File: config.mk
export PLATFORM = sky130hd
export DESIGN_NAME = serial_unit
export DESIGN_NICKNAME = d
export VERILOG_FILES = /design/src/hdl/serial_pkg.sv /design/src/hdl/serial_unit.sv /design/src/hdl/rate_gen.sv
export SDC_FILE = /design/constraint.sdc
export NUM_CORES = 1
export LEC_CHECK = 0
export BUFFER_PORTS_ARGS = -buffer_cell sky130_fd_sc_hd__buf_2
export CAP_MARGIN = 25
export CORE_AREA = 8 8 165 167
export DETAILED_ROUTE_END_ITERATION = 8
export DIE_AREA = 0 0 173 175
export PLACE_DENSITY = 0.58
export SYNTH_ARGS = -nofsm -noshare
export SYNTH_HDL_FRONTEND = slang
export SYNTH_SLANG_ARGS = --single-unit
File: constraint.sdc
create_clock -name pclk -period 8 [get_ports pclk]
set_input_delay 1.6 -clock pclk [delete_from_list [all_inputs] [get_ports pclk]]
set_output_delay 1.6 -clock pclk [all_outputs]
set_load 0.05 [all_outputs]
File: src/hdl/serial_pkg.sv
// Register map, field positions, counts and carrier types of the serial unit
package serial_pkg;

   // ----------------------------------------------------------------
   // Register byte offsets
   // ----------------------------------------------------------------
   localparam logic [7:0] OFS_CSR  = 8'h00;
   localparam logic [7:0] OFS_UCR  = 8'h04;
   localparam logic [7:0] OFS_GCR  = 8'h08;
   localparam logic [7:0] OFS_DBUF = 8'h0c;
   localparam logic [7:0] OFS_BAUD = 8'h10;
   localparam logic [7:0] OFS_IFLG = 8'h14;
   localparam logic [7:0] OFS_IEN  = 8'h18;

   // ----------------------------------------------------------------
   // Field positions
   // ----------------------------------------------------------------
   localparam int CSR_MODE  = 7;
   localparam int CSR_RXON  = 6;
   localparam int CSR_SLAVE = 5;
   localparam int CSR_FE    = 4;
   localparam int CSR_ERR   = 3;
   localparam int CSR_RXB   = 2;
   localparam int CSR_TXB   = 1;
   localparam int UCR_FLUSH = 7;
   localparam int GCR_CPOL  = 7;
   localparam int GCR_CLOCK_PHASE_SELECT  = 6;
   localparam int FLG_RX    = 0;
   localparam int FLG_TX    = 1;

   // ----------------------------------------------------------------
   // Reset values and counts
   // ----------------------------------------------------------------
   localparam logic [7:0] RST_BYTE    = 8'h00;
   localparam logic [3:0] SPI_LAST    = 4'h7;
   localparam logic [3:0] UART_LAST   = 4'h9;
   localparam logic [3:0] RX_LAST     = 4'h7;
   localparam int         ACC_W       = 28;
   localparam int         INC_W       = 40;
   localparam int         UART_MAX_DIV = 16;
   localparam int         SPI_MAX_DIV  = 8;

   // ----------------------------------------------------------------
   // Rate settings named by the rate table and the top speeds
   // ----------------------------------------------------------------
   localparam logic [7:0] M_9600_26M   = 8'd131;
   localparam logic [4:0] E_9600_26M   = 5'd8;
   localparam logic [7:0] M_115K_26M   = 8'd34;
   localparam logic [4:0] E_115K_26M   = 5'd12;
   localparam logic [7:0] M_9600_24M   = 8'd163;
   localparam logic [7:0] M_115K_24M   = 8'd59;
   localparam logic [4:0] E_UART_MAX   = 5'd16;
   localparam logic [4:0] E_SPI_MAX    = 5'd17;
   localparam logic [4:0] E_SPI_TX_MAX = 5'd19;

   // ----------------------------------------------------------------
   // Pin carriers
   // ----------------------------------------------------------------
   typedef struct packed {
      logic rxd;
      logic miso;
      logic mosi;
      logic sck;
      logic ssn_n;
   } pins_in_t;

   typedef struct packed {
      logic txd;
      logic mosi;
      logic miso;
      logic sck;
      logic sck_oe;
   } pins_out_t;

   localparam pins_in_t PINS_IDLE = '{rxd: 1'b1, miso: 1'b0, mosi: 1'b0, sck: 1'b0,
                                      ssn_n: 1'b1};

endpackage

File: src/hdl/serial_unit.sv
// Serial unit: APB registers, rate generator, UART and SPI byte engines
//
// Function
// - Bit rate is clock times (256+mantissa) times 2^exponent over 2^28.
// - One rate generator paces UART bits and the SPI master clock.
// - UART top rate is clock/16 at exponent 16, mantissa 0.
// - SPI master with reception tops out at clock/8, exponent 17.
// - SPI master without reception may reach clock/2 at exponent 19.
// - An external SPI slave clock must stay at or below clock/8.
// - At 26 MHz, 131/8 gives 9600 and 34/12 gives 115200.
// - At 24 MHz, 163/8 gives 9600 and 59/12 gives 115200.
// - Writing flush stops the transfer and clears all data buffers.
// - Receive and transmit done flags raise a request only when enabled.
// - Two DMA triggers pulse on the same done events as the flags.
// - The data buffer register serves as a DMA source or destination.
// - Five unit registers: status, line control, generic, data, mantissa; this unit also maps interrupt flag and enable registers.
// - Status bit 7 picks SPI or UART, bit 5 master or slave.
// - Status bit 6 enables the UART receiver; read/write, resets low.
// - Status bit 4 reports a framing fault; resets low.
// - Line control bit 7 is a one-shot flush that always reads zero.
// - Busy status reads one while transmitting or receiving.
//
// Chosen here: the APB slave port and the register addresses.
`timescale 1ns/1ps
module serial_unit
   import serial_pkg::*;
(
   // Clock and reset
   input  wire logic                  pclk,
   input  wire logic                  presetn,
   // APB slave
   input  wire logic                  psel,
   input  wire logic                  penable,
   input  wire logic                  pwrite,
   input  wire logic [7:0]            paddr,
   input  wire logic [31:0]           pwdata,
   output logic      [31:0]           prdata,
   output logic                       pready,
   output logic                       pslverr,
   // Serial pins
   input  wire serial_pkg::pins_in_t  pin_i,
   output serial_pkg::pins_out_t      pin_o,
   // Requests to the interrupt and DMA controllers
   output logic                       rx_irq,
   output logic                       tx_irq,
   output logic                       dma_rx_trig,
   output logic                       dma_tx_trig
);
   import serial_pkg::*;

   typedef enum logic [1:0] {TX_IDLE = 2'b01, TX_RUN = 2'b10} tx_state_t;
   typedef enum logic [2:0] {RX_IDLE = 3'b001, RX_DATA = 3'b010, RX_STOP = 3'b100} rx_state_t;

   tx_state_t   tx_st;
   rx_state_t   rx_st;
   pins_in_t    pin_s1;
   pins_in_t    pin_s2;
   logic        mode;
   logic        receiver_on;
   logic        slave;
   logic        framing_fault;
   logic        parity_fault;
   logic        rx_byte;
   logic        tx_byte;
   logic [6:0]  uart_line_control;
   logic [7:0]  generic_serial_control;
   logic [7:0]  rate_mantissa_reg;
   logic [7:0]  rx_data;
   logic [7:0]  tx_data;
   logic        rx_done_flag;
   logic        tx_done_flag;
   logic        rx_done_irq_en;
   logic        tx_done_irq_en;
   logic [9:0]  sh;
   logic [3:0]  cnt;
   logic        sck_q;
   logic        cap;
   logic        sck_prev;
   logic        ssn_prev;
   logic [7:0]  rsh;
   logic [3:0]  rcnt;
   logic        bit_tick;
   logic        half_tick;
   logic [7:0]  rd_mux;
   logic        rate_restart;

   // ----------------------------------------------------------------
   // Pin synchronisers; only the second stage is read
   // ----------------------------------------------------------------
   always_ff @(posedge pclk or negedge presetn)
   begin
      if (!presetn)
      begin
         pin_s1 <= PINS_IDLE;
         pin_s2 <= PINS_IDLE;
      end
      else
      begin
         pin_s1 <= pin_i;
         pin_s2 <= pin_s1;
      end
   end

   // ----------------------------------------------------------------
   // APB decode; zero wait states, unmapped addresses answer an error
   // ----------------------------------------------------------------
   wire setup    = psel & ~penable;
   wire access   = psel & penable;
   wire wr       = access & pwrite;
   wire rd       = access & ~pwrite;
   wire hit_csr  = paddr == OFS_CSR;
   wire hit_ucr  = paddr == OFS_UCR;
   wire hit_gcr  = paddr == OFS_GCR;
   wire hit_dbuf = paddr == OFS_DBUF;
   wire hit_baud = paddr == OFS_BAUD;
   wire hit_iflg = paddr == OFS_IFLG;
   wire hit_ien  = paddr == OFS_IEN;
   wire mapped   = hit_csr | hit_ucr | hit_gcr | hit_dbuf | hit_baud | hit_iflg | hit_ien;
   assign pready  = 1'b1;
   assign pslverr = access & ~mapped;

   // Write and read strobes and one-shot controls
   wire flush    = wr & hit_ucr & pwdata[UCR_FLUSH];
   wire dbuf_wr  = wr & hit_dbuf;
   wire dbuf_rd  = rd & hit_dbuf;
   wire csr_wr   = wr & hit_csr;
   wire csr_rd   = rd & hit_csr;
   wire clr_rxf  = wr & hit_iflg & pwdata[FLG_RX];
   wire clr_txf  = wr & hit_iflg & pwdata[FLG_TX];

   // ----------------------------------------------------------------
   // Rate generator shared by UART and SPI master
   // ----------------------------------------------------------------
   rate_gen u_rate (
      .pclk      (pclk),
      .presetn   (presetn),
      .restart   (rate_restart),
      .baud_m    (rate_mantissa_reg),
      .baud_e    (generic_serial_control[4:0]),
      .bit_tick  (bit_tick),
      .half_tick (half_tick)
   );

   // ----------------------------------------------------------------
   // Engine conditions
   // ----------------------------------------------------------------
   wire cpol      = generic_serial_control[GCR_CPOL];
   wire spi_mst   = ~mode & ~slave;
   wire spi_slv   = ~mode & slave;
   wire tx_idle   = tx_st == TX_IDLE;
   wire tx_start  = dbuf_wr & tx_idle & ~spi_slv;
   // Restart on start too: the first bit or SPI half period is full, so the
   // synchronised far-side data is settled; a receive in flight loses alignment
   assign rate_restart = flush | tx_start;
   wire ssn_act   = ~pin_s2.ssn_n;
   wire ssn_fall  = ssn_act & ~ssn_prev;
   // Slave clock edges come from the synchronised pin, so it must run slow
   wire sck_s     = pin_s2.sck ^ cpol;
   wire lead      = spi_mst ? (half_tick & ~tx_idle & ~sck_q)
                            : (spi_slv & ssn_act & sck_s & ~sck_prev);
   wire trail     = spi_mst ? (half_tick & ~tx_idle & sck_q)
                            : (spi_slv & ssn_act & ~sck_s & sck_prev);
   wire spi_done  = ~mode & trail & (cnt == SPI_LAST);
   wire utx_step  = mode & ~tx_idle & bit_tick;
   wire utx_done  = utx_step & (cnt == UART_LAST);
   wire urx_done  = mode & (rx_st == RX_STOP) & bit_tick;
   wire stop_bad  = urx_done & ~pin_s2.rxd;
   wire rx_ev     = urx_done | spi_done;
   wire tx_ev     = tx_start | (spi_slv & ssn_fall);
   wire busy      = ~tx_idle | (rx_st != RX_IDLE) | (spi_slv & ssn_act);

   // ----------------------------------------------------------------
   // Byte engine shared by UART transmit and SPI shifting
   // ----------------------------------------------------------------
   always_ff @(posedge pclk or negedge presetn)
   begin
      if (!presetn)
      begin
         tx_st <= TX_IDLE;
         sh    <= '1;
         cnt   <= '0;
         sck_q <= 1'b0;
         cap   <= 1'b0;
      end
      else if (flush)
      begin
         tx_st <= TX_IDLE;
         sh    <= '1;
         cnt   <= '0;
         sck_q <= 1'b0;
      end
      else if (tx_start)
      begin
         tx_st <= TX_RUN;
         sh    <= mode ? {1'b1, pwdata[7:0], 1'b0} : {2'b11, pwdata[7:0]};
         cnt   <= '0;
      end
      else if (utx_step)
      begin
         // UART frame leaves lowest bit first, one bit per rate enable
         sh    <= {1'b1, sh[9:1]};
         cnt   <= cnt + 4'h1;
         tx_st <= utx_done ? TX_IDLE : TX_RUN;
      end
      else
      begin
         if (spi_mst && half_tick && !tx_idle)
            sck_q <= ~sck_q;
         if (lead)
            cap <= spi_mst ? pin_s2.miso : pin_s2.mosi;
         if (trail)
         begin
            sh  <= spi_done && spi_slv ? {2'b11, tx_data} : {sh[9:8], sh[6:0], cap};
            cnt <= spi_done ? 4'h0 : cnt + 4'h1;
         end
         if (spi_done && spi_mst)
            tx_st <= TX_IDLE;
      end
   end

   // ----------------------------------------------------------------
   // UART receiver; samples once per bit enable, no oversampling
   // ----------------------------------------------------------------
   always_ff @(posedge pclk or negedge presetn)
   begin
      if (!presetn)
      begin
         rx_st <= RX_IDLE;
         rsh   <= RST_BYTE;
         rcnt  <= '0;
      end
      else if (flush || !receiver_on || !mode)
         rx_st <= RX_IDLE;
      else if (bit_tick)
      begin
         case (rx_st)
            RX_IDLE:
               if (!pin_s2.rxd)
               begin
                  rx_st <= RX_DATA;
                  rcnt  <= '0;
               end
            RX_DATA:
            begin
               rsh   <= {pin_s2.rxd, rsh[7:1]};
               rcnt  <= rcnt + 4'h1;
               if (rcnt == RX_LAST)
                  rx_st <= RX_STOP;
            end
            RX_STOP: rx_st <= RX_IDLE;
            default: rx_st <= RX_IDLE;
         endcase
      end
   end

   // ----------------------------------------------------------------
   // Software registers; hardware sets win over clears in one cycle, except that flush clears rx_byte and tx_byte
   // ----------------------------------------------------------------
   always_ff @(posedge pclk or negedge presetn)
   begin
      if (!presetn)
      begin
         mode                   <= 1'b0;
         receiver_on            <= 1'b0;
         slave                  <= 1'b0;
         uart_line_control      <= '0;
         generic_serial_control <= RST_BYTE;
         rate_mantissa_reg      <= RST_BYTE;
         tx_data                <= RST_BYTE;
         rx_done_irq_en         <= 1'b0;
         tx_done_irq_en         <= 1'b0;
      end
      else
      begin
         if (csr_wr)
         begin
            mode        <= pwdata[CSR_MODE];
            receiver_on <= pwdata[CSR_RXON];
            slave       <= pwdata[CSR_SLAVE];
         end
         if (wr && hit_ucr)
            uart_line_control <= pwdata[6:0];
         if (wr && hit_gcr)
            generic_serial_control <= pwdata[7:0];
         if (wr && hit_baud)
            rate_mantissa_reg <= pwdata[7:0];
         if (flush)
            tx_data <= RST_BYTE;
         else if (dbuf_wr)
            tx_data <= pwdata[7:0];
         if (wr && hit_ien)
         begin
            rx_done_irq_en <= pwdata[FLG_RX];
            tx_done_irq_en <= pwdata[FLG_TX];
         end
      end
   end

   // Status bits and done flags
   always_ff @(posedge pclk or negedge presetn)
   begin
      if (!presetn)
      begin
         framing_fault <= 1'b0;
         parity_fault  <= 1'b0;
         rx_byte       <= 1'b0;
         tx_byte       <= 1'b0;
         rx_data       <= RST_BYTE;
         rx_done_flag  <= 1'b0;
         tx_done_flag  <= 1'b0;
         dma_rx_trig   <= 1'b0;
         dma_tx_trig   <= 1'b0;
         ssn_prev      <= 1'b0;
         sck_prev      <= 1'b0;
      end
      else
      begin
         framing_fault <= stop_bad | (csr_wr ? pwdata[CSR_FE] : framing_fault & ~csr_rd);
         parity_fault  <= csr_wr ? pwdata[CSR_ERR] : parity_fault & ~csr_rd;
         rx_byte       <= ~flush & (rx_ev | (csr_wr ? pwdata[CSR_RXB] : rx_byte & ~dbuf_rd));
         tx_byte       <= ~flush & (utx_done | (spi_done & spi_mst)
                          | (csr_wr ? pwdata[CSR_TXB] : tx_byte));
         if (flush)
            rx_data <= RST_BYTE;
         else if (rx_ev)
            rx_data <= mode ? rsh : {sh[6:0], cap};
         rx_done_flag  <= rx_ev | (rx_done_flag & ~clr_rxf);
         tx_done_flag  <= tx_ev | (tx_done_flag & ~clr_txf);
         dma_rx_trig   <= rx_ev;
         dma_tx_trig   <= tx_ev;
         ssn_prev      <= ssn_act;
         sck_prev      <= sck_s;
      end
   end

   // ----------------------------------------------------------------
   // Read data, latched in the setup cycle; flush always reads zero
   // ----------------------------------------------------------------
   assign rd_mux =
      hit_csr  ? {mode, receiver_on, slave, framing_fault, parity_fault,
                  rx_byte, tx_byte, busy} :
      hit_ucr  ? {1'b0, uart_line_control} :
      hit_gcr  ? generic_serial_control :
      hit_dbuf ? rx_data :
      hit_baud ? rate_mantissa_reg :
      hit_iflg ? {6'h00, tx_done_flag, rx_done_flag} :
      hit_ien  ? {6'h00, tx_done_irq_en, rx_done_irq_en} : RST_BYTE;

   always_ff @(posedge pclk or negedge presetn)
   begin
      if (!presetn)
         prdata <= '0;
      else if (setup && !pwrite)
         prdata <= {24'h000000, rd_mux};
   end

   // ----------------------------------------------------------------
   // Outputs
   // ----------------------------------------------------------------
   assign rx_irq = rx_done_flag & rx_done_irq_en;
   assign tx_irq = tx_done_flag & tx_done_irq_en;
   assign pin_o  = '{txd:    mode ? (tx_idle | sh[0]) : 1'b1,
                     mosi:   sh[7],
                     miso:   sh[7],
                     sck:    sck_q ^ cpol,
                     sck_oe: spi_mst};

   // ----------------------------------------------------------------
   // Checks
   // ----------------------------------------------------------------
   a_flush_to_idle: assert property (@(posedge pclk) disable iff (!presetn)
      flush |=> tx_st == TX_IDLE && rx_st == RX_IDLE && !rx_byte && rx_data == RST_BYTE)
      else $error("flush left the unit active or data kept");

   a_flush_reads_low: assert property (@(posedge pclk) disable iff (!presetn)
      (setup && !pwrite && hit_ucr) |=> !prdata[UCR_FLUSH])
      else $error("flush bit read back as one");

   a_busy_shows: assert property (@(posedge pclk) disable iff (!presetn)
      (setup && !pwrite && hit_csr && tx_st == TX_RUN) |=> prdata[0])
      else $error("busy bit low during a transfer");

   a_rx_request: assert property (@(posedge pclk) disable iff (!presetn)
      (rx_ev && rx_done_irq_en && !(wr && hit_ien)) |=> rx_irq && rx_done_flag)
      else $error("enabled receive event raised no request");

   a_tx_masked: assert property (@(posedge pclk) disable iff (!presetn)
      !tx_done_irq_en |-> !tx_irq)
      else $error("transmit request without enable");

   a_dma_with_flag: assert property (@(posedge pclk) disable iff (!presetn)
      tx_ev |=> dma_tx_trig && tx_done_flag ##1 !dma_tx_trig || $past(tx_ev))
      else $error("transmit trigger not paired with its flag");

   a_framing_cause: assert property (@(posedge pclk) disable iff (!presetn)
      $rose(framing_fault) |-> $past(stop_bad) || $past(csr_wr))
      else $error("framing fault set without a bad stop bit");

   a_uart_start_bit: assert property (@(posedge pclk) disable iff (!presetn)
      (tx_start && mode) |=> !pin_o.txd ##1 !pin_o.txd)
      else $error("UART frame did not open with a start bit");

   c_uart_tx: cover property (@(posedge pclk) disable iff (!presetn) utx_done);
   c_spi_byte: cover property (@(posedge pclk) disable iff (!presetn) spi_done && spi_mst);
   c_framing: cover property (@(posedge pclk) disable iff (!presetn) stop_bad);
   c_rate_9600: cover property (@(posedge pclk) disable iff (!presetn)
      bit_tick && rate_mantissa_reg == M_9600_26M
      && generic_serial_control[4:0] == E_9600_26M);

endmodule

File: src/hdl/rate_gen.sv
// Fractional rate generator: bit and half-bit enables from mantissa and exponent
`timescale 1ns/1ps
module rate_gen
   import serial_pkg::*;
(
   // Clock and reset
   input  wire logic       pclk,
   input  wire logic       presetn,
   // Control
   input  wire logic       restart,
   input  wire logic [7:0] baud_m,
   input  wire logic [4:0] baud_e,
   // Enables
   output logic            bit_tick,
   output logic            half_tick
);

   logic [ACC_W-1:0] acc;
   logic [INC_W-1:0] inc;
   logic [INC_W-1:0] sum;
   logic             next_bit;
   logic             next_half;
   logic [12:0]      cfg_q;
   logic             cfg_moved;
   logic             rate_upset;

   // Step per clock is (256+M)<<E against a 2^28 wrap
   assign inc       = {31'h0, 1'b1, baud_m} << baud_e;
   assign sum       = {12'h0, acc} + inc;
   assign next_bit  = |sum[INC_W-1:ACC_W];
   // Crossing a multiple of 2^27 marks each half period of the serial clock
   assign next_half = sum[INC_W-1:ACC_W-1] != {12'h0, acc[ACC_W-1]};
   // A settings change or a restart breaks one period, so the period checks skip it
   assign cfg_moved  = {baud_m, baud_e} != cfg_q;
   assign rate_upset = restart | cfg_moved;

   // Settings copy, used by the period checks only
   always_ff @(posedge pclk or negedge presetn)
   begin
      if (!presetn)
         cfg_q <= '0;
      else
         cfg_q <= {baud_m, baud_e};
   end

   // ----------------------------------------------------------------
   // Accumulator; a flush restarts it so the next bit is a full period
   // ----------------------------------------------------------------
   always_ff @(posedge pclk or negedge presetn)
   begin
      if (!presetn)
      begin
         acc       <= '0;
         bit_tick  <= 1'b0;
         half_tick <= 1'b0;
      end
      else if (restart)
      begin
         acc       <= '0;
         bit_tick  <= 1'b0;
         half_tick <= 1'b0;
      end
      else
      begin
         acc       <= sum[ACC_W-1:0];
         bit_tick  <= next_bit;
         half_tick <= next_half;
      end
   end

   // ----------------------------------------------------------------
   // Checks
   // ----------------------------------------------------------------
   a_uart_max_rate: assert property (@(posedge pclk)
      disable iff (!presetn || rate_upset)
      (bit_tick && baud_m == 8'h00 && baud_e == E_UART_MAX && !rate_upset)
      |-> ##16 bit_tick)
      else $error("top UART rate is not one sixteenth of the clock");

   a_spi_max_rate: assert property (@(posedge pclk)
      disable iff (!presetn || rate_upset)
      (bit_tick && baud_m == 8'h00 && baud_e == E_SPI_MAX && !rate_upset)
      |-> ##8 bit_tick)
      else $error("top SPI rate is not one eighth of the clock");

   a_spi_tx_rate: assert property (@(posedge pclk) disable iff (!presetn)
      (baud_m == 8'h00 && baud_e == E_SPI_TX_MAX && !restart) |=> half_tick)
      else $error("top SPI transmit rate is not half the clock");

   a_restart_full: assert property (@(posedge pclk) disable iff (!presetn)
      (restart && baud_e <= E_SPI_TX_MAX) |=> !bit_tick ##1 !bit_tick)
      else $error("bit enable came early after restart");

endmodule

==> metrics.txt, run 1 <==
# TYPE chip_impl_metric gauge
chip_impl_info{name="status",value="complete, no violations"} 1
chip_impl_metric{name="power_frac_clock",unit="%"} 41.6
chip_impl_metric{name="cap_violations",unit=""} 0
chip_impl_info{name="startpoint_type",value="flop"} 1
chip_impl_info{name="clock_tree_root_buffer_cell",value="clkbuf_16"} 1
chip_impl_metric{name="floorplan.initialDensity",unit="%"} 34.2
chip_impl_metric{name="post-place-cells",unit=""} 1277
chip_impl_metric{name="drtPass1Iterations",unit=""} 5
chip_impl_metric{name="totalWireLength",unit="microns"} 22300
chip_impl_info{name="register_containing_the_most_flip_flops_in_the_final_layout",value="u_rate.acc"} 1
chip_impl_metric{name="portBuffers",unit=""} 43
chip_impl_metric{name="clock_buffer_depth",unit=""} 2
chip_impl_metric{name="drive_above_1_share",unit="%"} 15.2
chip_impl_metric{name="setup_viol",unit=""} 0
chip_impl_metric{name="cts.htree.levels",unit=""} 4
chip_impl_metric{name="sw_power",unit="uW"} 612
chip_impl_metric{name="wl_per_cell",unit="microns"} 17.0
chip_impl_metric{name="yosys.area_share.adder",unit="%"} 4.83
chip_impl_metric{name="first_global_vias",unit=""} 6820
chip_impl_metric{name="grt_antenna_before_repair",unit=""} 0
chip_impl_metric{name="final_replace_weighted_congestion",unit=""} 0.866
chip_impl_metric{name="vias",unit=""} 6928
chip_impl_metric{name="synthMuxAreaShare",unit="%"} 8.41
chip_impl_metric{name="netlist_instances",unit=""} 948
chip_impl_metric{name="core-area",unit="sq um"} 24700
chip_impl_metric{name="async_reset_ff_share",unit="%"} 100
chip_impl_info{name="path_class",value="flop to flop"} 1
chip_impl_metric{name="synth-compound-area-share",unit="%"} 18.2
chip_impl_metric{name="grt_first_pass_wirelength",unit="microns"} 36200
chip_impl_metric{name="hold_buffers",unit=""} 0
chip_impl_metric{name="die_area",unit="sq um"} 30300
chip_impl_metric{name="cp.required",unit="ns"} 8.32
chip_impl_info{name="cts_tree",value="done"} 1
chip_impl_info{name="postSynth.topFlopCell",value="dfrtp_1"} 1
chip_impl_metric{name="slew_of_the_pin_with_the_lowest_slew_margin",unit="ns"} 0.992
chip_impl_metric{name="synthSimpleGateAreaFrac",unit="%"} 18.8
chip_impl_info{name="combinational_family_with_the_most_area_after_synthesis",value="simple AND/OR/NAND/NOR gates"} 1
chip_impl_metric{name="initialDrtViolationCount",unit=""} 463
chip_impl_metric{name="numClockSinks",unit=""} 135
chip_impl_metric{name="report.final.slew_viol_count",unit=""} 0
chip_impl_info{name="critical_path.endpoint_type",value="flop"} 1
chip_impl_metric{name="number_of_rows_created_at_floorplan",unit=""} 58
chip_impl_metric{name="cp_max_fo",unit=""} 31
chip_impl_metric{name="dpl.hpwl",unit="microns"} 15800
chip_impl_metric{name="final_cell_count_no_fill",unit=""} 1310
chip_impl_metric{name="die-height",unit="microns"} 175
chip_impl_metric{name="drt.antenna.violating_nets",unit=""} 0
chip_impl_metric{name="clock-skew-final",unit="ns"} 0.0168
chip_impl_metric{name="cts-resized-gates",unit=""} 0
chip_impl_metric{name="avgSynthCellArea",unit="sq um"} 8.91
chip_impl_info{name="layout.cells.most_common_list",value="dfrtp_1, nor2_1, nand2_1"} 1
chip_impl_metric{name="clk_latency",unit="ns"} 0.43
chip_impl_metric{name="drt-vias-per-instance",unit=""} 5.29
chip_impl_metric{name="hold_viol_final",unit=""} 0
chip_impl_metric{name="die_width",unit="microns"} 173
chip_impl_metric{name="synth_cell_types",unit=""} 68
chip_impl_metric{name="final_min_period_over_clock_period",unit="%"} 67.9
chip_impl_metric{name="overflow",unit=""} 0
chip_impl_metric{name="synth_seq_cells",unit=""} 135
chip_impl_metric{name="synth.yosys.seq_area_share",unit="%"} 40.2
chip_impl_metric{name="worst_ep_arrival_time",unit="ns"} 5.75
chip_impl_metric{name="ys_warns",unit=""} 0
chip_impl_metric{name="synth_enable_flop_cells",unit=""} 0
chip_impl_metric{name="fin_crit",unit="ns"} 5.43
chip_impl_info{name="reg.largest.list",value="u_rate.acc (28), sh (10)"} 1
chip_impl_metric{name="inserted_diodes",unit=""} 0
chip_impl_metric{name="tns",unit="ns"} 0
chip_impl_metric{name="p_leak",unit="nW"} 4.22
chip_impl_info{name="final_common_cell",value="dfrtp_1"} 1
chip_impl_metric{name="power_density_of_the_placed_cells",unit="nW/um^2"} 202
chip_impl_metric{name="post_synth_instance_area",unit="sq um"} 8450
chip_impl_metric{name="timing.hold.ws",unit="ns"} 0.350
chip_impl_info{name="holdCritPathClass",value="flop to flop"} 1
chip_impl_metric{name="pwr-share-comb",unit="%"} 17.5
chip_impl_metric{name="design.final.nets",unit=""} 1049
chip_impl_metric{name="p_total",unit="mW"} 1.90
chip_impl_metric{name="pwr-share-seq",unit="%"} 40.8
chip_impl_metric{name="path_clk_slew",unit="ns"} 0.07
chip_impl_info{name="rsz_0062_raised_after_global_routing",value="false"} 1
chip_impl_metric{name="flip_flop_count_of_the_largest_register_all_copies_and_words_added",unit=""} 28
chip_impl_metric{name="global_route.usage.total",unit="%"} 14.7
chip_impl_metric{name="fillCellCount",unit=""} 2559
chip_impl_metric{name="power.switching_fraction",unit="%"} 32.2
chip_impl_metric{name="boundaryPins",unit=""} 93
chip_impl_metric{name="cts_post_setup_buffers_inserted",unit=""} 0
chip_impl_metric{name="synth_xor_xnor_area_share",unit="%"} 3.63
chip_impl_metric{name="drc",unit=""} 0
chip_impl_metric{name="maximum_number_of_pins_on_one_net_before_global_route_repair",unit=""} 94
chip_impl_metric{name="maximum_operating_frequency",unit="MHz"} 184
chip_impl_metric{name="peakVddDrop",unit="uV"} 126
chip_impl_metric{name="internal_power",unit="mW"} 1.29
chip_impl_metric{name="slew_headroom",unit="%"} 33.8
chip_impl_metric{name="flow.area_growth_from_synthesis",unit="%"} 11.6
chip_impl_metric{name="cts_buffers",unit=""} 17
-- final timing paths --
kind	startpoint	depth (start not counted)	slack [ns]	endpoint
setup / recovery	generic_serial_control[1]$_DFFE_PN0P_	15	2.57	u_rate.half_tick$_DFF_PN0_
hold / removal	pin_s1[1]$_DFF_PN0_	0	0.35	pin_s2[1]$_DFF_PN0_
setup reg to reg	generic_serial_control[1]$_DFFE_PN0P_	15	2.57	u_rate.half_tick$_DFF_PN0_
hold reg to reg	pin_s1[1]$_DFF_PN0_	0	0.35	pin_s2[1]$_DFF_PN0_
max in group asynchronous	presetn	2	5.67	tx_st[0]$_DFFE_PN1P_
min in group asynchronous	presetn	1	1.23	u_rate.acc[19]$_DFF_PN0_
-- cells by family after synthesis --
kind of cell	after synthesis
and+or+nand+nor	349
AOI/OAI and AO/OA	236
DFF	135
buffers and inverters	97
muxes	62
xor gates and xnor gates	35
adders and majority gates	32
other	2
-- cells in the mapped netlist, types with 5 or more instances --
library cell    n  share of area, %
and3_1          7              0.52
nand2_1       113               5.0
xor2_1         20               2.1
nand3_1        30               1.8
a21oi_1        52               3.1
nand3b_1        7              0.62
a21o_1         23               2.0
a22oi_1        18               1.6
xnor2_1        15               1.6
nand4_1         5              0.37
or3_1           9              0.67
or2_2           5              0.37
o211ai_1       12               1.1
or4_1           5              0.44
o21a_1          6              0.53
dfrtp_1       119                35
ha_1           31               4.6
and2_1          5              0.37
mux2_2         30               4.0
nor2b_1        11              0.81
o21ai_0        51               3.0
mux2i_1        26               3.1
o21bai_1        5              0.44
a221oi_1        5              0.52
a31oi_1         6              0.44
nor3_1         18               1.1
clkbuf_1       37               1.6
dfstp_2        16               5.0
a211oi_1       13               1.2
nor2_1        114               5.1
buf_4          30               2.7
o22ai_1        16               1.2
inv_1          22              0.98
nand2b_1       13              0.96
o31ai_1         5              0.44
-- power groups by stage --
stage / sequential (mW) / combinational [mW] / clock (mW)
after floorplan: 0.785 / 0.265 / 0
after global placement: 0.788 / 0.330 / 0
after detailed placement: 0.790 / 0.331 / 0
after CTS: 0.777 / 0.334 / 0.809
after global routing: 0.784 / 0.378 / 0.834
final: 0.777 / 0.333 / 0.792
-- stage by stage --
step | util (%) | cell area [sq um] | setup WS, ns
3_3_place_gp | 35.7 | 8820 | 2.69
5_1_grt | 38.2 | 9430 | 2.16
6_report | 38.2 | 9430 | 2.57
2_1_floorplan | - | 8530 | 3.35
3_5_place_dp | 35.7 | 8820 | 2.67
4_1_cts | 38.2 | 9420 | 2.62
-- final cells by class --
cell class / instances / area [sq um] / area share (%)
sequential: 135 / 3400 / 36.0
inverter: 24 / 90.1 / 0.955
tap: 330 / 413 / 4.38
clock buffer: 17 / 425 / 4.51
clock inverter: 15 / 176 / 1.87
multi-input combinational: 739 / 4650 / 49.3
timing repair buffer: 50 / 274 / 2.91
-- critical path, stage by stage (launching register included) --
cell,delay [ns]
dfrtp_1,1.00
mux2_2,0.46
mux4_2,0.53
o21ai_0,0.29
nor2_1,0.10
ha_1,0.38
a21oi_1,0.20
o21ai_0,0.13
or3_1,0.36
o211ai_1,0.26
a21oi_1,0.12
o32ai_1,0.66
o21bai_1,0.20
xnor2_1,0.26
xnor2_1,0.17
a21o_1,0.20
-- layer usage --
metal	wire length, microns	vias to the layer above	GRT usage, %
li1	-	3372	-
met1	10500	3375	19.4
met2	10600	166	23.9
met3	886	13	2.55
met4	208	2	4.89
met5	35	-	0.831
Power figures use the tool's default switching activity.
==> run 2, diff against run 1 <==
--- a/config.mk
+++ b/config.mk
@@ -10,7 +10,7 @@
 export CORE_AREA = 8 8 165 167
 export DETAILED_ROUTE_END_ITERATION = 8
 export DIE_AREA = 0 0 173 175
-export PLACE_DENSITY = 0.58
+export PLACE_DENSITY = 0.6
 export SYNTH_ARGS = -nofsm -noshare
 export SYNTH_HDL_FRONTEND = slang
 export SYNTH_SLANG_ARGS = --single-unit
==> constraint.sdc (replaced) <==
create_clock -name pclk -period 4.95 [get_ports pclk]
set_input_delay 0.99 -clock pclk [delete_from_list [all_inputs] [get_ports pclk]]
set_output_delay 0.99 -clock pclk [all_outputs]
set_load 0.05 [all_outputs]
==> run 2 against run 1 <==
Count of clock-buffer cells in the layout unchanged; worst setup slack worse by 2.3 ns; wire length increased by 0.71%; critical path depth up 1; total power is 66% higher; critical path type unchanged; sequential cell count did not move; cell count grew 1.4%; die area is the same; utilization grew 0.67 points; design area increased by 1.8%; critical endpoint unchanged; clock skew is 0.0025 ns lower; via count is 0.26% higher.
==> metrics.txt, run 2 (synthesis gave the netlist of run 1 again) <==
# TYPE chip_impl_metric gauge
chip_impl_metric{name="cts.htree.levels",unit=""} 4
chip_impl_metric{name="drc",unit=""} 0
chip_impl_metric{name="drt.antenna.violating_nets",unit=""} 0
chip_impl_metric{name="worst_ep_arrival_time",unit="ns"} 5.08
chip_impl_metric{name="die-height",unit="microns"} 175
chip_impl_metric{name="cp.required",unit="ns"} 5.30
chip_impl_info{name="holdCritPathClass",value="flop to flop"} 1
chip_impl_metric{name="overflow",unit=""} 0
chip_impl_metric{name="boundaryPins",unit=""} 93
chip_impl_metric{name="peakVddDrop",unit="uV"} 152
chip_impl_metric{name="dpl.hpwl",unit="microns"} 16300
chip_impl_metric{name="die_width",unit="microns"} 173
chip_impl_metric{name="flow.area_growth_from_synthesis",unit="%"} 13.6
chip_impl_metric{name="cp_max_fo",unit=""} 11
chip_impl_metric{name="cap_violations",unit=""} 0
chip_impl_metric{name="inserted_diodes",unit=""} 0
chip_impl_metric{name="hold_viol_final",unit=""} 0
chip_impl_metric{name="drive_above_1_share",unit="%"} 16.9
chip_impl_metric{name="vias",unit=""} 6946
chip_impl_metric{name="slew_of_the_pin_with_the_lowest_slew_margin",unit="ns"} 0.933
chip_impl_metric{name="grt_antenna_before_repair",unit=""} 0
chip_impl_info{name="critical_path.cell_chain",value="mux2_2, mux4_2, o21ai_0, nor2_1, ha_1, nand2_1, o21ai_0, or3_1, o211ai_1, a21oi_1, o32ai_1, buf_4, o21ba_2, or4_1, a31oi_1, a21o_1"} 1
chip_impl_metric{name="final_cell_count_no_fill",unit=""} 1328
chip_impl_info{name="cts_tree",value="done"} 1
chip_impl_metric{name="cts_post_setup_buffers_inserted",unit=""} 0
chip_impl_info{name="clock_tree_root_buffer_cell",value="clkbuf_16"} 1
chip_impl_metric{name="numClockSinks",unit=""} 135
chip_impl_metric{name="floorplan.initialDensity",unit="%"} 34.2
chip_impl_metric{name="power.switching_fraction",unit="%"} 30.7
chip_impl_metric{name="design.final.nets",unit=""} 1067
chip_impl_metric{name="final_min_period_over_clock_period",unit="%"} 95.5
chip_impl_metric{name="maximum_number_of_pins_on_one_net_before_global_route_repair",unit=""} 84
chip_impl_metric{name="drtPass1Iterations",unit=""} 5
chip_impl_metric{name="p_total",unit="mW"} 3.15
chip_impl_metric{name="hold_buffers",unit=""} 0
chip_impl_metric{name="core-area",unit="sq um"} 24700
chip_impl_metric{name="first_global_vias",unit=""} 6942
chip_impl_metric{name="power_frac_clock",unit="%"} 43.0
chip_impl_info{name="status",value="complete, no violations"} 1
chip_impl_metric{name="critical_path.max_stage_delay",unit="ns"} 0.54
chip_impl_metric{name="initialDrtViolationCount",unit=""} 577
chip_impl_metric{name="tns",unit="ns"} 0
chip_impl_info{name="cp_slowest_cell",value="dfrtp_1"} 1
chip_impl_info{name="path_class",value="flop to flop"} 1
chip_impl_metric{name="number_of_rows_created_at_floorplan",unit=""} 58
chip_impl_metric{name="path_clk_slew",unit="ns"} 0.06
chip_impl_info{name="layout.cells.most_common_list",value="dfrtp_1, nor2_1, nand2_1"} 1
chip_impl_metric{name="report.final.slew_viol_count",unit=""} 0
chip_impl_metric{name="maximum_operating_frequency",unit="MHz"} 211
chip_impl_info{name="reg.largest.list",value="u_rate.acc (28), sh (10)"} 1
chip_impl_metric{name="internal_power",unit="mW"} 2.18
chip_impl_info{name="timing.critical_path.mode_cell",value="o21ai_0"} 1
chip_impl_metric{name="grt_first_pass_wirelength",unit="microns"} 36800
chip_impl_metric{name="pwr-share-seq",unit="%"} 39.7
chip_impl_metric{name="portBuffers",unit=""} 43
chip_impl_metric{name="sw_power",unit="uW"} 969
chip_impl_metric{name="fin_crit",unit="ns"} 4.73
chip_impl_metric{name="clock-skew-final",unit="ns"} 0.0143
chip_impl_metric{name="power_density_of_the_placed_cells",unit="nW/um^2"} 329
chip_impl_metric{name="global_route.usage.total",unit="%"} 14.8
chip_impl_metric{name="slew_headroom",unit="%"} 37.6
chip_impl_metric{name="p_leak",unit="nW"} 4.33
chip_impl_metric{name="die_area",unit="sq um"} 30300
chip_impl_info{name="startpoint_type",value="flop"} 1
chip_impl_info{name="critical_path.endpoint_type",value="flop"} 1
chip_impl_metric{name="flip_flop_count_of_the_largest_register_all_copies_and_words_added",unit=""} 28
chip_impl_info{name="final_common_cell",value="dfrtp_1"} 1
chip_impl_metric{name="totalWireLength",unit="microns"} 22500
chip_impl_metric{name="clock_buffer_depth",unit=""} 2
chip_impl_metric{name="cts-resized-gates",unit=""} 0
chip_impl_metric{name="drt-vias-per-instance",unit=""} 5.23
chip_impl_metric{name="setup_viol",unit=""} 0
chip_impl_metric{name="post-place-cells",unit=""} 1296
chip_impl_metric{name="final_replace_weighted_congestion",unit=""} 0.902
chip_impl_info{name="rsz_0062_raised_after_global_routing",value="false"} 1
chip_impl_metric{name="clk_latency",unit="ns"} 0.43
chip_impl_metric{name="pwr-share-comb",unit="%"} 17.3
chip_impl_info{name="register_containing_the_most_flip_flops_in_the_final_layout",value="u_rate.acc"} 1
chip_impl_metric{name="wl_per_cell",unit="microns"} 16.9
chip_impl_metric{name="cts_buffers",unit=""} 17
==> run 2: cell count changes in the layout (fill, tap and decap cells not counted) <==
cell | previous run | this run
clkinv_8 | 5 | 1
dfrtp_1 | 119 | 118
clkbuf_4 | 1 | 0
dfrtp_2 | 0 | 1
clkinv_4 | 0 | 1
inv_8 | 4 | 7
bufinv_16 | 0 | 2
o41ai_2 | 0 | 1
clkinvlp_4 | 2 | 0
o41ai_1 | 1 | 0
buf_4 | 6 | 25
==> run 2: area by class of cell <==
type / count / area, sq um
clock inverter: 15 / 199
sequential: 135 / 3400
timing repair buffer: 68 / 409
fill: 2526 / 15100
inverter: 24 / 90.1
multi-input combinational: 739 / 4660
clock buffer: 17 / 425
tap: 330 / 413
==> run 2: worst paths after layout <==
kind	startpoint	to	slack, ns	cells past startpoint
max	generic_serial_control[1]$_DFFE_PN0P_	u_rate.half_tick$_DFF_PN0_	0.22	16
min	pin_s1[1]$_DFF_PN0_	pin_s2[1]$_DFF_PN0_	0.35	0
max reg2reg	generic_serial_control[1]$_DFFE_PN0P_	u_rate.half_tick$_DFF_PN0_	0.22	16
min reg2reg	pin_s1[1]$_DFF_PN0_	pin_s2[1]$_DFF_PN0_	0.35	0
max in group asynchronous	presetn	sh[2]$_DFFE_PN1P_	3.32	2
min in group asynchronous	presetn	u_rate.acc[19]$_DFF_PN0_	0.59	1
==> run 2: power groups by stage <==
stage	Sequential, mW	Combinational, mW	Clock, mW
after floorplan	1.27	0.428	0
after global placement	1.27	0.537	0
after detailed placement	1.27	0.544	0
after CTS	1.25	0.547	1.38
after global routing	1.26	0.617	1.43
final	1.25	0.545	1.35
==> run 2: per-stage QoR <==
| step | worst slack [ns] | hold slack, ns | instance area [sq um] | utilization (%) |
|---|---|---|---|---|
| floorplan | 0.742 | 0.331 | 8530 | - |
| global placement | 0.378 | 0.335 | 8960 | 36.3 |
| detailed placement | 0.340 | 0.335 | 8960 | 36.3 |
| CTS | 0.299 | 0.350 | 9590 | 38.9 |
| global route | 0.0687 | 0.353 | 9600 | 38.9 |
| finish | 0.220 | 0.348 | 9600 | 38.9 |
==> run 2: critical path, delay by kind of cell, from the launching register on <==
family,cells,cell delay (ns)
simple gates,4,0.89
fa+ha+maj,1,0.38
compound gates,8,1.73
buf+inv,1,0.16
flops,1,0.54
mux,2,0.95
==> run 2: per-layer routing <==
metal  global-route usage [%]  wire [microns]  up-vias
li1                         -               -     3408
met1                     19.7           10500     3367
met2                     24.0           10600      143
met3                     2.78             883       28
met5                        0               0        -
met4                     4.60             397        0
==> run 3, diff against run 2 <==
--- a/config.mk
+++ b/config.mk
@@ -7,9 +7,9 @@
 export LEC_CHECK = 0
 export BUFFER_PORTS_ARGS = -buffer_cell sky130_fd_sc_hd__buf_2
 export CAP_MARGIN = 25
-export CORE_AREA = 8 8 165 167
+export CORE_AREA = 5 5 162 164
 export DETAILED_ROUTE_END_ITERATION = 8
-export DIE_AREA = 0 0 173 175
+export DIE_AREA = 0 0 167 169
 export PLACE_DENSITY = 0.6
 export SYNTH_ARGS = -nofsm -noshare
 export SYNTH_HDL_FRONTEND = slang
==> run 3 against run 2 <==
Cell count shrank 0.15%; die area decreased by 6.8%; critical path depth unchanged; register-to-register slack better by 0.18 ns; clock skew up 0.00094 ns; fmax grew 4.0%; worst setup slack better by 0.18 ns; combinational power about the same; first-iteration DRC count fell by 7.3%; utilization shrank 0.12 points; sequential share of layout area about the same; global-route usage increased by 0.93 points; critical path type unchanged; critical endpoint unchanged; largest power group unchanged.
==> metrics.txt, run 3 (synthesis gave the netlist of run 1 again) <==
# TYPE chip_impl_metric gauge
chip_impl_metric{name="global_route.usage.total",unit="%"} 15.7
chip_impl_metric{name="drtPass1Iterations",unit=""} 7
chip_impl_info{name="clock_tree_root_buffer_cell",value="clkbuf_16"} 1
chip_impl_metric{name="wl_per_cell",unit="microns"} 16.6
chip_impl_info{name="hp-start",value="pin_s1[1]$_DFF_PN0_"} 1
chip_impl_metric{name="cts_buffers",unit=""} 17
chip_impl_metric{name="numClockSinks",unit=""} 135
chip_impl_metric{name="fin_crit",unit="ns"} 4.55
chip_impl_metric{name="design.final.nets",unit=""} 1065
chip_impl_metric{name="multi_input_area",unit="sq um"} 4670
chip_impl_metric{name="vias",unit=""} 6959
chip_impl_info{name="timing.hold.worst_endpoint",value="pin_s2[1]$_DFF_PN0_"} 1
chip_impl_info{name="startpoint_of_the_worst_slack_reg_to_reg_timing_path",value="rate_mantissa_reg[5]$_DFFE_PN0P_"} 1
chip_impl_metric{name="maximum_operating_frequency",unit="MHz"} 220
chip_impl_metric{name="boundaryPins",unit=""} 93
chip_impl_metric{name="grt_antenna_before_repair",unit=""} 0
chip_impl_metric{name="slew_of_the_pin_with_the_lowest_slew_margin",unit="ns"} 0.998
chip_impl_metric{name="worst_ep_arrival_time",unit="ns"} 4.85
chip_impl_metric{name="report.final.slew_viol_count",unit=""} 0
chip_impl_metric{name="cp_max_fo",unit=""} 10
chip_impl_info{name="status",value="complete, no violations"} 1
chip_impl_metric{name="power_density_of_the_placed_cells",unit="nW/um^2"} 328
chip_impl_metric{name="path_clk_slew",unit="ns"} 0.06
chip_impl_metric{name="final_min_period_over_clock_period",unit="%"} 91.9
chip_impl_metric{name="clock-skew-final",unit="ns"} 0.0152
chip_impl_metric{name="flip_flop_count_of_the_largest_register_all_copies_and_words_added",unit=""} 28
chip_impl_metric{name="cts_post_setup_buffers_inserted",unit=""} 0
chip_impl_metric{name="clock_buffer_depth",unit=""} 2
chip_impl_metric{name="setup_viol",unit=""} 0
chip_impl_metric{name="drt.antenna.violating_nets",unit=""} 0
chip_impl_info{name="cts_tree",value="done"} 1
chip_impl_metric{name="hold_buffers",unit=""} 0
chip_impl_metric{name="inserted_diodes",unit=""} 0
chip_impl_metric{name="setup.reg_to_reg.worst_slack",unit="ns"} 0.40
chip_impl_metric{name="drc",unit=""} 0
chip_impl_info{name="final_common_cell",value="dfrtp_1"} 1
chip_impl_metric{name="clk_latency",unit="ns"} 0.42
chip_impl_info{name="critical_path.endpoint_type",value="flop"} 1
chip_impl_metric{name="fillCellCount",unit=""} 2501
chip_impl_info{name="holdCritPathClass",value="flop to flop"} 1
chip_impl_metric{name="worst-r2r-cell-count",unit=""} 16
chip_impl_metric{name="dpl.hpwl",unit="microns"} 16100
chip_impl_metric{name="grt_first_pass_wirelength",unit="microns"} 36200
chip_impl_metric{name="overflow",unit=""} 0
chip_impl_metric{name="flow.area_growth_from_synthesis",unit="%"} 13.6
chip_impl_metric{name="number_of_rows_created_at_floorplan",unit=""} 58
chip_impl_metric{name="final_replace_weighted_congestion",unit=""} 0.907
chip_impl_metric{name="drive_above_1_share",unit="%"} 17.0
chip_impl_metric{name="area.sequential",unit="sq um"} 3400
chip_impl_metric{name="slew_headroom",unit="%"} 32.9
chip_impl_metric{name="totalWireLength",unit="microns"} 22000
chip_impl_metric{name="portBuffers",unit=""} 43
chip_impl_info{name="r2r_end",value="u_rate.half_tick$_DFF_PN0_"} 1
chip_impl_metric{name="core-area",unit="sq um"} 24700
chip_impl_info{name="register_containing_the_most_flip_flops_in_the_final_layout",value="u_rate.acc"} 1
chip_impl_metric{name="whs_path_depth",unit=""} 0
chip_impl_metric{name="cp.required",unit="ns"} 5.25
chip_impl_info{name="startpoint_type",value="flop"} 1
chip_impl_metric{name="finish.instance_area",unit="sq um"} 9590
chip_impl_metric{name="die_area",unit="sq um"} 28200
chip_impl_info{name="layout.cells.most_common_list",value="dfrtp_1, nor2_1, nand2_1"} 1
chip_impl_metric{name="peakVddDrop",unit="uV"} 226
chip_impl_info{name="rsz_0062_raised_after_global_routing",value="false"} 1
chip_impl_metric{name="die-height",unit="microns"} 169
chip_impl_metric{name="cap_violations",unit=""} 0
chip_impl_metric{name="die_width",unit="microns"} 167
chip_impl_metric{name="p_leak",unit="nW"} 4.32
chip_impl_metric{name="first_global_vias",unit=""} 6782
chip_impl_info{name="path_class",value="flop to flop"} 1
chip_impl_info{name="reg.largest.list",value="u_rate.acc (28), sh (10)"} 1
chip_impl_metric{name="tns",unit="ns"} 0
chip_impl_metric{name="cts.htree.levels",unit=""} 4
chip_impl_metric{name="initialDrtViolationCount",unit=""} 535
chip_impl_metric{name="drt-vias-per-instance",unit=""} 5.25
chip_impl_metric{name="hold_viol_final",unit=""} 0
chip_impl_metric{name="maximum_number_of_pins_on_one_net_before_global_route_repair",unit=""} 52
chip_impl_metric{name="placed_cell_area",unit="sq um"} 8950
chip_impl_metric{name="floorplan.initialDensity",unit="%"} 34.1
## run 3: cell count changes in the layout (fill, tap and decap cells not counted), sizes merged
cell / change
buf: -2
inv: -1
clkinv: +1
## run 3: how the worst max path moves through the flow
stage,start,end,slack [ns],cells past startpoint
3_3_place_gp,generic_serial_control[1]$_DFFE_PN0P_,u_rate.half_tick$_DFF_PN0_,0.36,16
2_1_floorplan,generic_serial_control[1]$_DFFE_PN0P_,u_rate.half_tick$_DFF_PN0_,0.74,17
6_report,rate_mantissa_reg[5]$_DFFE_PN0P_,u_rate.half_tick$_DFF_PN0_,0.40,16
3_5_place_dp,generic_serial_control[1]$_DFFE_PN0P_,u_rate.half_tick$_DFF_PN0_,0.35,16
5_1_grt,generic_serial_control[1]$_DFFE_PN0P_,u_rate.half_tick$_DFF_PN0_,0.04,16
4_1_cts,generic_serial_control[1]$_DFFE_PN0P_,u_rate.half_tick$_DFF_PN0_,0.31,16
## run 3: through the flow
stage          power [mW]  setup slack, ns  hold slack (ns)  instances  util (%)
3_3_place_gp         1.81            0.357            0.337       1294      36.2
5_1_grt              3.31           0.0353            0.363       1326      38.8
6_report             3.15            0.402            0.354       1326      38.8
2_1_floorplan        1.70            0.742            0.331        971         -
3_5_place_dp         1.82            0.350            0.343       1294      36.2
4_1_cts              3.17            0.306            0.357       1326      38.7
## run 3: where the power goes
part	internal [mW]	switching (mW)	leakage, nW
Sequential	1.20	0.0517	1.69
Clock	0.775	0.576	0.307
Combinational	0.204	0.339	2.32
## run 3: final cells by class
cell class,count,area share [%]
clock buffers,17,4.43
well taps,330,4.30
clock inverters,15,2.07
inverters,24,0.939
multi-input cells,739,48.7
repair buffers,66,4.11
flip-flops and latches,135,35.4
## run 3: worst max-delay path, cell delays in order, from the launching register on
cell and delay (ns):
dfrtp_1 0.51, mux2_2 0.37, mux4_2 0.54, o21ai_0 0.24, nor2_1 0.07, ha_1 0.37
a21oi_1 0.19, o21ai_0 0.13, or3_1 0.35, o211ai_1 0.28, a21oi_1 0.14, o32ai_1 0.32
buf_4 0.19, o21bai_1 0.09, xnor2_1 0.31, xnor2_1 0.13, a21o_1 0.19
## run 3: timing repair
item	CTS	global route
resized for setup	0	4
setup endpoints to repair	0	2
hold endpoints to repair	0	0
## run 3: metal layers
| layer | wire length, microns | global-route usage, % | vias to the layer above |
|---|---|---|---|
| met5 | 0 | 0 | - |
| met4 | 213 | 3.52 | 0 |
| met3 | 1110 | 2.99 | 18 |
| met2 | 10200 | 25.4 | 181 |
| met1 | 10500 | 22.1 | 3342 |
| li1 | - | - | 3418 |
